$ cat config.mk
export PLATFORM = sky130hd
export DESIGN_NAME = lvwrc_top
export DESIGN_NICKNAME = d
export VERILOG_FILES = /design/src/lvwrc_pkg.sv /design/src/lvwrc_evt_if.sv /design/src/lvwrc_sync.sv /design/src/lvwrc_decide.sv /design/src/lvwrc_top.sv
export SDC_FILE = /design/constraint.sdc
export NUM_CORES = 1
export LEC_CHECK = 0
export ABC_AREA = 0
export BUFFER_PORTS_ARGS = -buffer_cell sky130_fd_sc_hd__buf_2
export CORE_ASPECT_RATIO = 2
export CORE_MARGIN = 1.5
export CORE_UTILIZATION = 40
export CTS_BUF_LIST = sky130_fd_sc_hd__clkbuf_4 sky130_fd_sc_hd__clkbuf_8 sky130_fd_sc_hd__clkbuf_16
export DETAILED_ROUTE_END_ITERATION = 10
export PLACE_DENSITY = 0.65
export SLEW_MARGIN = 40
export SYNTH_ARGS = -nofsm -noshare
export SYNTH_HDL_FRONTEND = slang
export SYNTH_SLANG_ARGS = --single-unit
$ cat constraint.sdc
create_clock -name clk -period 1.9 [get_ports clk]
set_input_delay 0.095 -clock clk [delete_from_list [all_inputs] [get_ports clk]]
set_output_delay 0.095 -clock clk [all_outputs]
set_load 0.02 [all_outputs]
$ cat src/lvwrc_pkg.sv
// constants, types and layouts of the low-voltage wake and reset control block
//
// Behaviour
// - no wake, no interrupt: detection cannot wake
// - running, interrupt disabled: detection changes nothing
// - asleep, interrupt only: set flag, stay asleep
// - asleep, wake only: wake, next instruction, no flag
// - global disable: set flag, next instruction, wake
// - global enable: set flag, vector 021H, wake
// - sleep stops oscillator and timers; idle runs timers
// - power-on loads documented values; port5/6 directions kept otherwise, port7 direction reloaded
package lvwrc_pkg;

  // --------------------------------------------------------------
  // power modes
  // --------------------------------------------------------------
  typedef enum logic [1:0] {
    LVWRC_NORMAL = 2'b00,
    LVWRC_GREEN  = 2'b01,
    LVWRC_IDLE   = 2'b10,
    LVWRC_SLEEP  = 2'b11
  } lvwrc_mode_e;

  // --------------------------------------------------------------
  // register byte addresses
  // --------------------------------------------------------------
  localparam logic [7:0] ADDR_PORT5_DIR  = 8'h00;
  localparam logic [7:0] ADDR_PORT6_DIR  = 8'h04;
  localparam logic [7:0] ADDR_PORT7_DIR  = 8'h08;
  localparam logic [7:0] ADDR_TIMER_A    = 8'h0C;
  localparam logic [7:0] ADDR_TIMER_B    = 8'h10;
  localparam logic [7:0] ADDR_INFRARED   = 8'h14;
  localparam logic [7:0] ADDR_PULLDOWN   = 8'h18;
  localparam logic [7:0] ADDR_LV_CTRL    = 8'h1C;
  localparam logic [7:0] ADDR_STATUS_E   = 8'h20;
  localparam logic [7:0] ADDR_WDT_CTRL   = 8'h24;
  localparam logic [7:0] ADDR_MODE_CTRL  = 8'h28;
  localparam logic [7:0] ADDR_IRQ_STATUS = 8'h2C;
  localparam logic [7:0] ADDR_IRQ_MASK   = 8'h30;

  // --------------------------------------------------------------
  // reset values and writable masks
  // --------------------------------------------------------------
  localparam logic [7:0] PORT_DIR_POR    = 8'hFF;
  localparam logic [7:0] PORT7_DIR_POR   = 8'h03;
  localparam logic [7:0] PORT7_DIR_MASK  = 8'h03;
  localparam logic [7:0] TIMER_A_MASK    = 8'h04;
  localparam logic [7:0] TIMER_B_MASK    = 8'hC4;
  localparam logic [7:0] PULLDOWN_POR    = 8'hFF;
  localparam logic [7:0] ZERO_BYTE       = 8'h00;
  localparam logic [7:0] LV_CTRL_POR     = 8'hF3;
  localparam logic [1:0] MODE_POR        = 2'b00;

  // --------------------------------------------------------------
  // field positions
  // --------------------------------------------------------------
  localparam int LV_IRQ_EN_BIT   = 3;
  localparam int WAKE_EN_BIT     = 0;
  localparam int LV_FLAG_BIT     = 1;
  localparam int WDT_EN_BIT      = 7;
  localparam int GIE_BIT         = 2;
  localparam int IRQ_LVD_BIT     = 0;
  localparam int IRQ_WAKE_BIT    = 1;
  localparam int IRQ_WDT_BIT     = 2;
  localparam int IRQ_LVR_BIT     = 3;
  localparam int IRQ_WIDTH       = 4;

  // --------------------------------------------------------------
  // program addresses
  // --------------------------------------------------------------
  localparam logic [7:0] VECTOR_LVD      = 8'h21;
  localparam logic [7:0] VECTOR_RESET    = 8'h00;

endpackage

$ cat src/lvwrc_evt_if.sv
// decision signals between the control top and the event decoder
`timescale 1ns/1ps
interface lvwrc_evt_if;
  import lvwrc_pkg::*;
  lvwrc_mode_e mode;
  logic        wake_en;
  logic        irq_en;
  logic        gie;
  logic        wdt_en;
  logic        lvd_evt;
  logic        wdt_evt;
  logic        lvr_evt;
  logic        wake;
  logic        set_flag;
  logic        vector;
  logic        do_reset;

  modport ctrl (output mode, wake_en, irq_en, gie, wdt_en, lvd_evt, wdt_evt, lvr_evt,
                input  wake, set_flag, vector, do_reset);
  modport dec  (input  mode, wake_en, irq_en, gie, wdt_en, lvd_evt, wdt_evt, lvr_evt,
                output wake, set_flag, vector, do_reset);
endinterface

$ cat src/lvwrc_sync.sv
// three-stage pin synchroniser, output follows once stages two and three agree
`timescale 1ns/1ps
module lvwrc_sync import lvwrc_pkg::*; #(
  parameter logic INIT = 1'b0
) (
  // clock and reset
  input  wire logic clk,
  input  wire logic reset_n,
  // pin and clean level
  input  wire logic pin_in,
  output logic      level_out
);

  logic s1_q, s2_q, s3_q, out_q;
  logic out_d;

  always_comb begin
    out_d = (s2_q == s3_q) ? s3_q : out_q;
  end

  always_ff @(posedge clk or negedge reset_n) begin
    if (!reset_n) begin
      s1_q  <= INIT;
      s2_q  <= INIT;
      s3_q  <= INIT;
      out_q <= INIT;
    end else begin
      s1_q  <= pin_in;
      s2_q  <= s1_q;
      s3_q  <= s2_q;
      out_q <= out_d;
    end
  end

  assign level_out = out_q;

endmodule

$ cat src/lvwrc_decide.sv
// event decoder: wake, flag, vector and reset choice per power mode
`timescale 1ns/1ps
module lvwrc_decide import lvwrc_pkg::*; (
  // decision carrier
  lvwrc_evt_if.dec ev
);

  logic asleep;
  logic lvd_wake;
  logic awake_after;

  always_comb begin
    asleep      = (ev.mode == LVWRC_SLEEP) || (ev.mode == LVWRC_IDLE);
    // wake only with the wake enable
    lvd_wake    = ev.lvd_evt && asleep && ev.wake_en;
    awake_after = !asleep || ev.wake_en;
    // flag only with the interrupt enable
    ev.set_flag = ev.lvd_evt && ev.irq_en;
    // vector only with global enable and core running, or asleep with the wake enable
    ev.vector   = ev.lvd_evt && ev.irq_en && ev.gie && awake_after;
    ev.do_reset = (ev.wdt_evt && ev.wdt_en) || ev.lvr_evt;
    ev.wake     = lvd_wake || (ev.do_reset && asleep);
  end

endmodule

$ cat src/lvwrc_top.sv
// low-voltage wake and reset control with avalon register slave
`timescale 1ns/1ps
module lvwrc_top import lvwrc_pkg::*; (
  // clock and reset
  input  wire logic        clk,
  input  wire logic        reset_n,
  // avalon-mm slave
  input  wire logic [7:0]  avs_address,
  input  wire logic        avs_read,
  input  wire logic        avs_write,
  input  wire logic [3:0]  avs_byteenable,
  input  wire logic [31:0] avs_writedata,
  output logic [31:0]      avs_readdata,
  output logic             avs_waitrequest,
  // event pins
  input  wire logic        lvd_detect_in,
  input  wire logic        wdt_timeout_in,
  input  wire logic        lvr_in,
  input  wire logic        ext_reset_n_in,
  // core handshake
  input  wire logic        core_eni_pulse,
  input  wire logic        core_global_irq_disable_instr_pulse,
  output logic             core_wake,
  output logic             core_vector_req,
  output logic             core_reset_req,
  output logic [7:0]       core_target_addr,
  // clock gating
  output logic             osc_run,
  output logic             core_clk_run,
  output logic             periph_run,
  // register outputs
  output logic [7:0]       port5_dir,
  output logic [7:0]       port6_dir,
  output logic [7:0]       port7_dir,
  output logic [7:0]       timer_en_a,
  output logic [7:0]       timer_en_b,
  output logic [7:0]       ir_ctrl,
  output logic [7:0]       port5_pulldown,
  // interrupt
  output logic             irq
);

  // ------------------------------------------------------------
  // pin synchronisers and event edges
  // ------------------------------------------------------------
  logic lvd_lvl, wdt_lvl, lvr_lvl, ext_rst_n_lvl;
  logic lvd_prev_q, wdt_prev_q, lvr_prev_q;

  lvwrc_sync #(.INIT(1'b0)) u_sync_lvd (
    .clk       (clk),
    .reset_n   (reset_n),
    .pin_in    (lvd_detect_in),
    .level_out (lvd_lvl)
  );
  lvwrc_sync #(.INIT(1'b0)) u_sync_wdt (
    .clk       (clk),
    .reset_n   (reset_n),
    .pin_in    (wdt_timeout_in),
    .level_out (wdt_lvl)
  );
  lvwrc_sync #(.INIT(1'b0)) u_sync_lvr (
    .clk       (clk),
    .reset_n   (reset_n),
    .pin_in    (lvr_in),
    .level_out (lvr_lvl)
  );
  lvwrc_sync #(.INIT(1'b1)) u_sync_ext (
    .clk       (clk),
    .reset_n   (reset_n),
    .pin_in    (ext_reset_n_in),
    .level_out (ext_rst_n_lvl)
  );

  // ------------------------------------------------------------
  // decoder
  // ------------------------------------------------------------
  lvwrc_evt_if ev ();

  lvwrc_decide u_decide (
    .ev (ev.dec)
  );

  // ------------------------------------------------------------
  // state
  // ------------------------------------------------------------
  lvwrc_mode_e           mode_q, mode_d;
  logic [7:0]            p5_q, p5_d, p6_q, p6_d, p7_q, p7_d;
  logic [7:0]            ta_q, ta_d, tb_q, tb_d, ir_q, ir_d, pd_q, pd_d;
  logic [7:0]            lvc_q, lvc_d, wdc_q, wdc_d;
  logic                  wake_en_q, wake_en_d, flag_q, flag_d, gie_q, gie_d;
  logic [IRQ_WIDTH-1:0]  ist_q, ist_d, imask_q, imask_d;
  logic                  ack_q, ack_d;
  logic [31:0]           rdata_q, rdata_d;
  logic                  wake_q, wake_d, vec_q, vec_d, rst_q, rst_d;
  logic [7:0]            tgt_q, tgt_d;
  logic                  lvd_evt, wdt_evt, lvr_evt, ext_rst, soft_rst;
  logic                  req, wr_hit;
  logic [7:0]            wb;
  logic [7:0]            rbyte;
  logic [IRQ_WIDTH-1:0]  ievt;

  always_comb begin
    lvd_evt    = lvd_lvl && !lvd_prev_q;
    wdt_evt    = wdt_lvl && !wdt_prev_q;
    lvr_evt    = lvr_lvl && !lvr_prev_q;
    ext_rst    = !ext_rst_n_lvl;
    ev.mode    = mode_q;
    ev.wake_en = wake_en_q;
    ev.irq_en  = lvc_q[LV_IRQ_EN_BIT];
    ev.gie     = gie_q;
    ev.wdt_en  = wdc_q[WDT_EN_BIT];
    ev.lvd_evt = lvd_evt;
    ev.wdt_evt = wdt_evt;
    ev.lvr_evt = lvr_evt;
  end

  // ------------------------------------------------------------
  // bus and register next values
  // ------------------------------------------------------------
  always_comb begin
    req      = avs_read || avs_write;
    wr_hit   = avs_write && ack_q && avs_byteenable[0];
    wb       = avs_writedata[7:0];
    soft_rst = ext_rst || ev.do_reset;
    ack_d    = req && !ack_q;
    p5_d = p5_q; p6_d = p6_q; p7_d = p7_q; ta_d = ta_q; tb_d = tb_q;
    ir_d = ir_q; pd_d = pd_q; lvc_d = lvc_q; wdc_d = wdc_q;
    wake_en_d = wake_en_q;
    imask_d   = imask_q;
    flag_d    = flag_q;
    ist_d     = ist_q;
    case (avs_address)
      ADDR_PORT5_DIR:  rbyte = p5_q;
      ADDR_PORT6_DIR:  rbyte = p6_q;
      ADDR_PORT7_DIR:  rbyte = p7_q;
      ADDR_TIMER_A:    rbyte = ta_q;
      ADDR_TIMER_B:    rbyte = tb_q;
      ADDR_INFRARED:   rbyte = ir_q;
      ADDR_PULLDOWN:   rbyte = pd_q;
      ADDR_LV_CTRL:    rbyte = lvc_q;
      ADDR_STATUS_E:   rbyte = {6'h00, flag_q, wake_en_q};
      ADDR_WDT_CTRL:   rbyte = wdc_q;
      ADDR_MODE_CTRL:  rbyte = {5'h00, gie_q, mode_q};
      ADDR_IRQ_STATUS: rbyte = {4'h0, ist_q};
      ADDR_IRQ_MASK:   rbyte = {4'h0, imask_q};
      default:         rbyte = ZERO_BYTE;
    endcase
    rdata_d = (avs_read && !ack_q) ? {24'h000000, rbyte} : rdata_q;
    if (wr_hit) begin
      case (avs_address)
        ADDR_PORT5_DIR:  p5_d = wb;
        ADDR_PORT6_DIR:  p6_d = wb;
        ADDR_PORT7_DIR:  p7_d = wb & PORT7_DIR_MASK;
        ADDR_TIMER_A:    ta_d = wb & TIMER_A_MASK;
        ADDR_TIMER_B:    tb_d = wb & TIMER_B_MASK;
        ADDR_INFRARED:   ir_d = wb;
        ADDR_PULLDOWN:   pd_d = wb;
        ADDR_LV_CTRL:    lvc_d = wb;
        ADDR_STATUS_E: begin
          wake_en_d = wb[WAKE_EN_BIT];
          if (wb[LV_FLAG_BIT]) begin
            flag_d = 1'b0;
          end
        end
        ADDR_WDT_CTRL:   wdc_d = wb;
        ADDR_IRQ_STATUS: ist_d = ist_q & ~wb[IRQ_WIDTH-1:0];
        ADDR_IRQ_MASK:   imask_d = wb[IRQ_WIDTH-1:0];
        default: begin
        end
      endcase
    end
    // hardware set wins over software clear
    if (ev.set_flag) begin
      flag_d = 1'b1;
    end
    ievt = '0;
    ievt[IRQ_LVD_BIT]  = ev.set_flag;
    ievt[IRQ_WAKE_BIT] = ev.wake;
    ievt[IRQ_WDT_BIT]  = wdt_evt && ev.wdt_en;
    ievt[IRQ_LVR_BIT]  = lvr_evt;
    ist_d = ist_d | ievt;
    // external or watchdog reset keeps port5/6 directions
    if (soft_rst) begin
      p7_d  = PORT7_DIR_POR;
      ta_d  = ZERO_BYTE;
      tb_d  = ZERO_BYTE;
      ir_d  = ZERO_BYTE;
      pd_d  = PULLDOWN_POR;
      lvc_d = lvc_q;
      lvc_d[LV_IRQ_EN_BIT] = 1'b0;
    end
  end

  // ------------------------------------------------------------
  // mode machine and core handshake
  // ------------------------------------------------------------
  always_comb begin
    mode_d = mode_q;
    case (mode_q)
      LVWRC_NORMAL, LVWRC_GREEN: begin
        if (wr_hit && (avs_address == ADDR_MODE_CTRL)) begin
          mode_d = lvwrc_mode_e'(wb[1:0]);
        end
      end
      LVWRC_IDLE, LVWRC_SLEEP: begin
        if (ev.wake) begin
          mode_d = LVWRC_NORMAL;
        end
      end
      default: mode_d = LVWRC_NORMAL;
    endcase
    if (soft_rst) begin
      mode_d = LVWRC_NORMAL;
    end
    gie_d = gie_q;
    if (core_global_irq_disable_instr_pulse) begin
      gie_d = 1'b0;
    end
    if (core_eni_pulse) begin
      gie_d = 1'b1;
    end
    if (ev.vector || soft_rst) begin
      gie_d = 1'b0;
    end
    wake_d = ev.wake;
    vec_d  = ev.vector && !ev.do_reset;
    rst_d  = soft_rst;
    tgt_d  = tgt_q;
    if (soft_rst) begin
      tgt_d = VECTOR_RESET;
    end else if (ev.vector) begin
      tgt_d = VECTOR_LVD;
    end
  end

  // ------------------------------------------------------------
  // registers
  // ------------------------------------------------------------
  always_ff @(posedge clk or negedge reset_n) begin
    if (!reset_n) begin
      mode_q     <= LVWRC_NORMAL;
      p5_q       <= PORT_DIR_POR;
      p6_q       <= PORT_DIR_POR;
      p7_q       <= PORT7_DIR_POR;
      ta_q       <= ZERO_BYTE;
      tb_q       <= ZERO_BYTE;
      ir_q       <= ZERO_BYTE;
      pd_q       <= PULLDOWN_POR;
      lvc_q      <= LV_CTRL_POR;
      wdc_q      <= ZERO_BYTE;
      wake_en_q  <= 1'b0;
      flag_q     <= 1'b0;
      gie_q      <= 1'b0;
      ist_q      <= '0;
      imask_q    <= '0;
      ack_q      <= 1'b0;
      rdata_q    <= 32'h00000000;
      wake_q     <= 1'b0;
      vec_q      <= 1'b0;
      rst_q      <= 1'b0;
      tgt_q      <= VECTOR_RESET;
      lvd_prev_q <= 1'b0;
      wdt_prev_q <= 1'b0;
      lvr_prev_q <= 1'b0;
    end else begin
      mode_q     <= mode_d;
      p5_q       <= p5_d;
      p6_q       <= p6_d;
      p7_q       <= p7_d;
      ta_q       <= ta_d;
      tb_q       <= tb_d;
      ir_q       <= ir_d;
      pd_q       <= pd_d;
      lvc_q      <= lvc_d;
      wdc_q      <= wdc_d;
      wake_en_q  <= wake_en_d;
      flag_q     <= flag_d;
      gie_q      <= gie_d;
      ist_q      <= ist_d;
      imask_q    <= imask_d;
      ack_q      <= ack_d;
      rdata_q    <= rdata_d;
      wake_q     <= wake_d;
      vec_q      <= vec_d;
      rst_q      <= rst_d;
      tgt_q      <= tgt_d;
      lvd_prev_q <= lvd_lvl;
      wdt_prev_q <= wdt_lvl;
      lvr_prev_q <= lvr_lvl;
    end
  end

  // ------------------------------------------------------------
  // outputs
  // ------------------------------------------------------------
  assign avs_waitrequest  = req && !ack_q;
  assign avs_readdata     = rdata_q;
  assign core_wake        = wake_q;
  assign core_vector_req  = vec_q;
  assign core_reset_req   = rst_q;
  assign core_target_addr = tgt_q;
  assign osc_run          = (mode_q != LVWRC_SLEEP);
  assign periph_run       = (mode_q != LVWRC_SLEEP);
  assign core_clk_run     = (mode_q == LVWRC_NORMAL) || (mode_q == LVWRC_GREEN);
  assign port5_dir        = p5_q;
  assign port6_dir        = p6_q;
  assign port7_dir        = p7_q;
  assign timer_en_a       = ta_q;
  assign timer_en_b       = tb_q;
  assign ir_ctrl          = ir_q;
  assign port5_pulldown   = pd_q;
  assign irq              = |(ist_q & imask_q);

endmodule

==> impl_metrics.ini, run 1 <==
[setup_path]
cp.arrival_ps = 1930
crit_path_max_fanout = 4
slowest_stage = dfrtp_1
path_class = reg -> reg
crit_chain = and3_1 > nand3_1 > nor2_2 > buf_4 > mux2_2
max_stage_delay_ps = 350
critPathCaptureType = flip-flop
cp-start-kind = flip-flop
required_ps = 2170

[global_route]
overflow = 0
grt_pass1_wl_um = 19900
grt_pass1_vias = 3542
track_usage_pct = 20.8
antenna_found_initial = 0
grt_max_degree = 48

[layout]
nFillCells = 1151
n_antenna_cell = 0
register_area_um2 = 2520
multi_input_area_um2 = 2140
final_nets = 584
fin_util_pct = 48.0
area_growth_syn_to_layout_pct = 17.0
layout-drive-gt1-share_pct = 42.2
postLayoutCellArea_um2 = 5850

[status]
status = finished, final reports clean

[yosys]
yosysTopAreaCellShare_pct = 31.5
yosysMostFrequentCell = dfrtp_1
syn_area_per_cell_um2 = 11.6
synth.largest_area_cell = dfrtp_1
ys_warn_count = 0
synthTopCellsByArea = dfrtp_1 (32%), dfstp_2 (19%), mux2_2 (9.5%)
synthFlopType = dfrtp_1
async_flop_share_pct = 100
synth_edf_count = 0
syn_inst = 430
yosys-top-cells-count = dfrtp_1 (63), buf_4 (54), mux2_2 (42)
synthDistinctLibCells = 61
ys_ff_latch = 99
synthesis.area_um2 = 5000
synth-seq-area-share_pct = 50.5

[min_path]
hp-class = in -> reg

[die]
core_area_um2 = 12200
dieArea_um2 = 13200
rows = 57
io_pins = 158
die_y_um = 161
initial_core_util_pct = 41.0
die_w_um = 82.0

[power_and_ir_drop]
p_leak_nw = 2.86
p_per_area_nw_per_um2 = 754
peakVddDrop_mv = 0.566

[routing]
drtAntennaViolNets = 0
vias = 3584
wl_um = 12800
drc = 0
viasPerCell = 5.26
avgRoutedWirePerCell_um = 18.7
first_pass_iters = 4
drt-initial-drc-count = 253

[place]
portBuffers = 82
placed_cell_area_um2 = 5500
dpl_worst_slack_ps = 94.7
globalplace.congestion = 0.909
dp_hpwl_um = 9920

[cts]
cts.clk_slew.worst_paths_ps = 70
h-tree-depth = 3
clockBufferDepth = 2
clkLatencyLatePin_ps = 350
ctsRootBufferMaster = clkbuf_16
ctsResizeCount = 0
cts.sink_count = 99
cts_tree = built
cts_setup_buffers = 0
cts_buffers = 9

[timing]
final.min_clock_period_ps = 1650
worst_pin_slew_ps = 494
fin_tns_setup_ps = 0
clock_skew_ps = 9.32
holdWs_ps = 30.4
slew_headroom_pct = 66.2
fin_crit_sh_pct = 87.0
finalSetupViolations = 0
hold_violations = 0
grt_setup_unrepaired = no
finalMaxSlewViolations = 0
fin_ws_ps = 247
max_freq_ghz = 0.605

[run]
maxCapViolations = 0
[what timing repair did]
action | 4_1_cts | 5_1_grt
hold buffers | 5 | 0
endpoints found under the hold margin | 32 | 0
endpoints found under the setup margin | 0 | 0
[report_power, final]
part / switching [mW] / leakage [nW] / internal (mW) / total, mW
registers: 0.0283 / 1.21 / 2.16 / 2.19
clock network: 0.863 / 0.145 / 0.925 / 1.79
logic: 0.306 / 1.50 / 0.125 / 0.431
[layer usage]
layer / share of wire (%) / track usage, % / vias up
met2: 55 / 36.6 / 138
met5: 0 / 0 / -
met4: 3.0 / 9.32 / 0
met1: 37 / 24.0 / 1775
met3: 4.9 / 3.05 / 25
li1: - / - / 1646
[cells by family after synthesis]
group / count (synthesis) / synth area share (%)
compound gates: 52 / 8.11
fa+ha+maj: 4 / 0.801
buf+inv: 79 / 10.3
flops: 99 / 50.5
mux: 71 / 15.7
other cells: 1 / 0.0750
simple gates: 124 / 14.6
[through the flow]
stage / instances / power [mW]
finish: 682 / 4.41
global route: 682 / 4.59
CTS: 682 / 4.45
detailed placement: 661 / 2.66
global placement: 661 / 2.65
floorplan: 477 / 2.55
[final cells by class]
class / count / area share (%)
clock buffer: 9 / 3.85
multi-input combinational: 299 / 36.6
sequential: 99 / 43.1
clock inverter: 7 / 1.22
inverter: 6 / 0.385
timing repair buffer: 115 / 11.7
tap: 147 / 3.14
[path summary, 6_finish.rpt]
kind                                       start           endpoint  slack [ps]  depth (start not counted)
worst max register to register             ack_q           lvc_q[5]         250                          5
worst min register to register   u_sync_lvd.s1_q    u_sync_lvd.s2_q         360                          0
worst min-delay path            avs_writedata[4]  port5_pulldown[4]          30                          3
max in group asynchronous                reset_n           lvc_q[0]         980                          3
worst max-delay path                       ack_q           lvc_q[5]         250                          5
min in group asynchronous                reset_n           wdc_q[5]         210                          2
[cell usage in the layout (no fill, tap or decap), types with 4 or more instances in the layout]
master / count
nand3_1: 18
a22oi_1: 4
conb_1: 48
mux2_2: 42
maj3_1: 4
and3_1: 10
nand3b_1: 4
clkbuf_16: 9
inv_1: 5
dlygate4sd3_1: 5
a32oi_1: 9
dfrtp_1: 63
mux2i_1: 25
nand2_1: 31
mux2_4: 4
nor3_1: 5
a21oi_1: 4
nor2_1: 22
dfstp_2: 36
buf_4: 28
o21ai_0: 7
buf_2: 81
a21o_1: 5
[sequential cells by signal, indices dropped and copies added (netlist names), 8 cells and up]
name and flops:
port5_dir 8, lvc_q 8, ir_ctrl 8, port5_pulldown 8, port6_dir 8, avs_readdata 8, wdc_q 8
[critical path: cells and delay by family (launching register included)]
kind	cells	cell delay [ps]
muxes	1	330
DFF	1	350
and+or+nand+nor	3	720
buffers and inverters	1	190
Power figures use the tool's default switching activity.
==> run 2: changes to the inputs <==
- CORE_MARGIN: 1.5 -> 8
==> impl_metrics.ini, run 2 (synthesis results as in run 1) <==
[timing]
fin_crit_sh_pct = 87.2
fin_tns_setup_ps = 0
final.min_clock_period_ps = 1660
max_freq_ghz = 0.604
hold_violations = 0
slew_headroom_pct = 67.2
finalSetupViolations = 0
grt_setup_unrepaired = no
finalMaxSlewViolations = 0
worst_pin_slew_ps = 479
clock_skew_ps = 8.83

[die]
initial_core_util_pct = 40.3
core_area_um2 = 12400
dieArea_um2 = 16500
rows = 58
die_y_um = 174
io_pins = 158
die_w_um = 95.0

[status]
status = finished, final reports clean

[power_and_ir_drop]
total_power_mw = 4.47
peakVddDrop_mv = 0.637
p_per_area_nw_per_um2 = 762
p_leak_nw = 2.86

[setup_path]
cp-endpoint = ir_ctrl[0]
crit_start = ack_q
slowest_stage = dfrtp_1
crit_chain = and3_1 > buf_4 > and3_1 > buf_12 > mux2i_1 > nor2_1
path_buf_inv = 2
path_common_cell = and3_1
cp-start-kind = flip-flop
max_stage_delay_ps = 360
required_ps = 2130
critPathTopFamily = simple AND/OR/NAND/NOR gates
r2r_end = ir_ctrl[0]
crit_path_max_fanout = 8
path_class = reg -> reg
cp.arrival_ps = 1890
r2r_setup_slack_ps = 240
critical_path_depth = 6
ff2ff_path_depth = 6
rr_startpoint = ack_q
critPathCaptureType = flip-flop

[layout]
register_area_um2 = 2520
final_common_cell = buf_2
area_growth_syn_to_layout_pct = 17.3
multi_input_area_um2 = 2140
final_nets = 583
n_antenna_cell = 0
final_cell_mix = buf_2 (81), dfrtp_1 (63), conb_1 (48), mux2_2 (42), dfstp_2 (36)
nFillCells = 1157
layout-drive-gt1-share_pct = 42.1

[cts]
h-tree-depth = 3
cts_buffers = 9
clkLatencyLatePin_ps = 350
ctsResizeCount = 0
cts.clk_slew.worst_paths_ps = 80
cts_tree = built
cts.sink_count = 99
clockBufferDepth = 2
ctsRootBufferMaster = clkbuf_16

[global_route]
antenna_found_initial = 0
grt_pass1_vias = 3699
overflow = 0
grt_max_degree = 48
track_usage_pct = 16.5
grt_pass1_wl_um = 21100

[place]
dp_hpwl_um = 10100
globalplace.congestion = 0.951
portBuffers = 82

[run]
maxCapViolations = 0

[routing]
wl_um = 13500
drtAntennaViolNets = 0
drc = 0
vias = 3606
first_pass_iters = 5
drt-initial-drc-count = 173
avgRoutedWirePerCell_um = 19.7
viasPerCell = 5.27

[min_path]
holdPathStages = 3
hp-class = in -> reg
run 2: changes by cell type in the layout (fill, tap and decap cells not counted), sizes merged:
cell	delta
buf	-1
clkinv	-1
inv	+1
run 2: where the power goes:
part	leakage [nW]	internal, mW	switching, mW
Sequential	1.21	2.16	0.0297
Combinational	1.50	0.123	0.313
Clock	0.148	0.937	0.902
run 2: worst min path at each step:
stage | slack [ps] | from | endpoint
2_1_floorplan | -200 | reset_n | ack_q
3_3_place_gp | 30 | reset_n | ev.mode[0]
3_5_place_dp | 30 | reset_n | core_wake
4_1_cts | 1 | core_eni_pulse | ev.gie
5_1_grt | 40 | core_eni_pulse | ev.gie
6_report | 7 | core_eni_pulse | ev.gie
run 2: worst reg2reg max path, cell delays in order, from the launching register on:
cell and delay [ps]:
dfrtp_1 360, and3_1 300, buf_4 220, and3_1 250
buf_12 150, mux2i_1 200, nor2_1 60
run 2: metal layers:
metal	GRT usage [%]	wire, um
met2	26.4	6590
met1	21.4	5720
met5	0	0
met3	4.32	984
met4	4.26	219
run 2: area by class of cell:
class | count | area share [%]
well taps | 150 | 3.20
multi-input cells | 299 | 36.5
clock inverters | 7 | 1.34
repair buffers | 114 | 11.8
flip-flops and latches | 99 | 43.0
inverters | 6 | 0.384
clock buffers | 9 | 3.84
run 2: timing repair:
item                                    in CTS  in global routing
endpoints found under the hold margin       28                  0
hold buffers                                 5                  0
setup buffers                                0                  0
endpoints found under the setup margin       0                  0
run 2: metrics by stage:
stage	std cells	setup WS, ps	hold WS, ps	instance area, um2	utilization [%]
global route	684	99.3	36.9	5870	47.3
detailed placement	663	151	29.0	5510	44.4
global placement	663	152	26.1	5510	44.4
floorplan	477	312	-201	5170	-
finish	684	243	6.57	5870	47.3
CTS	684	246	1.26	5870	47.3
==> run 3: changes to the inputs <==
- RECOVER_POWER: default -> 50
==> impl_metrics.ini, run 3 (synthesis results as in run 1) <==
[status]
status = finished, final reports clean

[die]
die_y_um = 174
core_area_um2 = 12400
initial_core_util_pct = 40.3
io_pins = 158
dieArea_um2 = 16500
rows = 58
die_w_um = 95.0

[power_and_ir_drop]
peakVddDrop_mv = 0.632
total_power_mw = 4.46
p_per_area_nw_per_um2 = 767
p_leak_nw = 2.76

[timing]
grt_setup_unrepaired = no
hold_violations = 0
holdWs_ps = 6.92
finalSetupViolations = 0
fin_crit_sh_pct = 87.2
finalMaxSlewViolations = 0
worst_pin_slew_ps = 1020
clock_skew_ps = 7.48
slew_headroom_pct = 32.3
max_freq_ghz = 0.604
fin_tns_setup_ps = 0
final.min_clock_period_ps = 1660

[layout]
register_area_um2 = 2520
area_growth_syn_to_layout_pct = 16.4
final_nets = 583
multi_input_area_um2 = 2140
n_antenna_cell = 0
final_common_cell = dfrtp_1
final_cell_mix = dfrtp_1 (63), buf_2 (60), conb_1 (48), mux2_2 (42), dfstp_2 (35)
fin_util_pct = 46.9
nFillCells = 1173
layout-drive-gt1-share_pct = 37.8

[routing]
first_pass_iters = 4
drt-initial-drc-count = 139
drc = 0
wl_um = 13500
viasPerCell = 5.30
vias = 3622
avgRoutedWirePerCell_um = 19.7
drtAntennaViolNets = 0

[global_route]
antenna_found_initial = 0
overflow = 0
grt_max_degree = 48
track_usage_pct = 16.5
grt_pass1_vias = 3699
grt_pass1_wl_um = 21100

[cts]
cts.clk_slew.worst_paths_ps = 80
cts.sink_count = 99
ctsResizeCount = 0
cts_buffers = 9
ctsRootBufferMaster = clkbuf_16
holdBufCountCts = 5
clkLatencyLatePin_ps = 350
clockBufferDepth = 2
cts_setup_buffers = 0
h-tree-depth = 3
cts_tree = built

[setup_path]
crit_path_max_fanout = 8
critPathCaptureType = flip-flop
crit_chain = and3_1 > buf_4 > and3_1 > buf_12 > mux2i_1 > nor2_1
max_stage_delay_ps = 360
critPathTopFamily = simple AND/OR/NAND/NOR gates
path_buf_inv = 2
path_class = reg -> reg
slowest_stage = dfrtp_1
required_ps = 2130
path_common_cell = and3_1
cp-start-kind = flip-flop
cp.arrival_ps = 1890

[place]
dp_hpwl_um = 10100
portBuffers = 82
globalplace.congestion = 0.951

[run]
maxCapViolations = 0

[min_path]
hp-class = in -> reg
## run 3: cell types whose count changed in the layout (fill, tap and decap cells not counted)
cell	previous run	this run
buf_12	2	1
clkbuf_2	0	1
dfstp_1	0	1
buf_2	81	60
clkbuf_1	0	22
dfstp_2	36	35
buf_4	26	25
## run 3: final timing paths
kind | endpoint | depth (start not counted) | slack (ps) | startpoint
setup / recovery | ir_ctrl[0] | 6 | 240 | ack_q
hold / removal | ev.gie | 3 | 7 | core_eni_pulse
setup reg to reg | ir_ctrl[0] | 6 | 240 | ack_q
hold reg to reg | u_sync_ext.s2_q | 0 | 360 | u_sync_ext.s1_q
max in group asynchronous | avs_readdata[6] | 3 | 400 | reset_n
min in group asynchronous | core_target_addr[0] | 2 | 190 | reset_n
## run 3: metrics by stage
step,setup WS (ps),area [um2],std cells
6_report,243,5820,684
3_3_place_gp,152,5510,663
4_1_cts,246,5870,684
3_5_place_dp,151,5510,663
5_1_grt,99.3,5820,684
2_1_floorplan,312,5170,477
## run 3: power breakdown
| part | internal (mW) | switching [mW] |
|---|---|---|
| Sequential | 2.16 | 0.0296 |
| Combinational | 0.118 | 0.313 |
| Clock | 0.937 | 0.901 |
| Total | 3.22 | 1.24 |
## run 3: layer usage
layer	part of all wire, %	routed length (um)	track usage [%]	up-vias
met1	43	5750	21.4	1824
met5	0	0	0	-
li1	-	-	-	1644
met2	49	6630	26.4	138
met3	6.8	915	4.32	16
met4	1.5	197	4.26	0
## run 3: area by class of cell
type	instances	share of cell area (%)
inverters	6	0.387
clock buffers	9	3.87
flip-flops and latches	99	43.3
multi-input cells	299	36.7
clock inverters	7	1.35
well taps	150	3.22
repair buffers	114	11.1
## run 3: worst register-to-register path: cells and delay by family (launching register included)
family,cells,cell delay [ps]
AND/OR/NAND/NOR,3,610
buffers and inverters,2,370
flip-flops,1,360
multiplexers,1,200
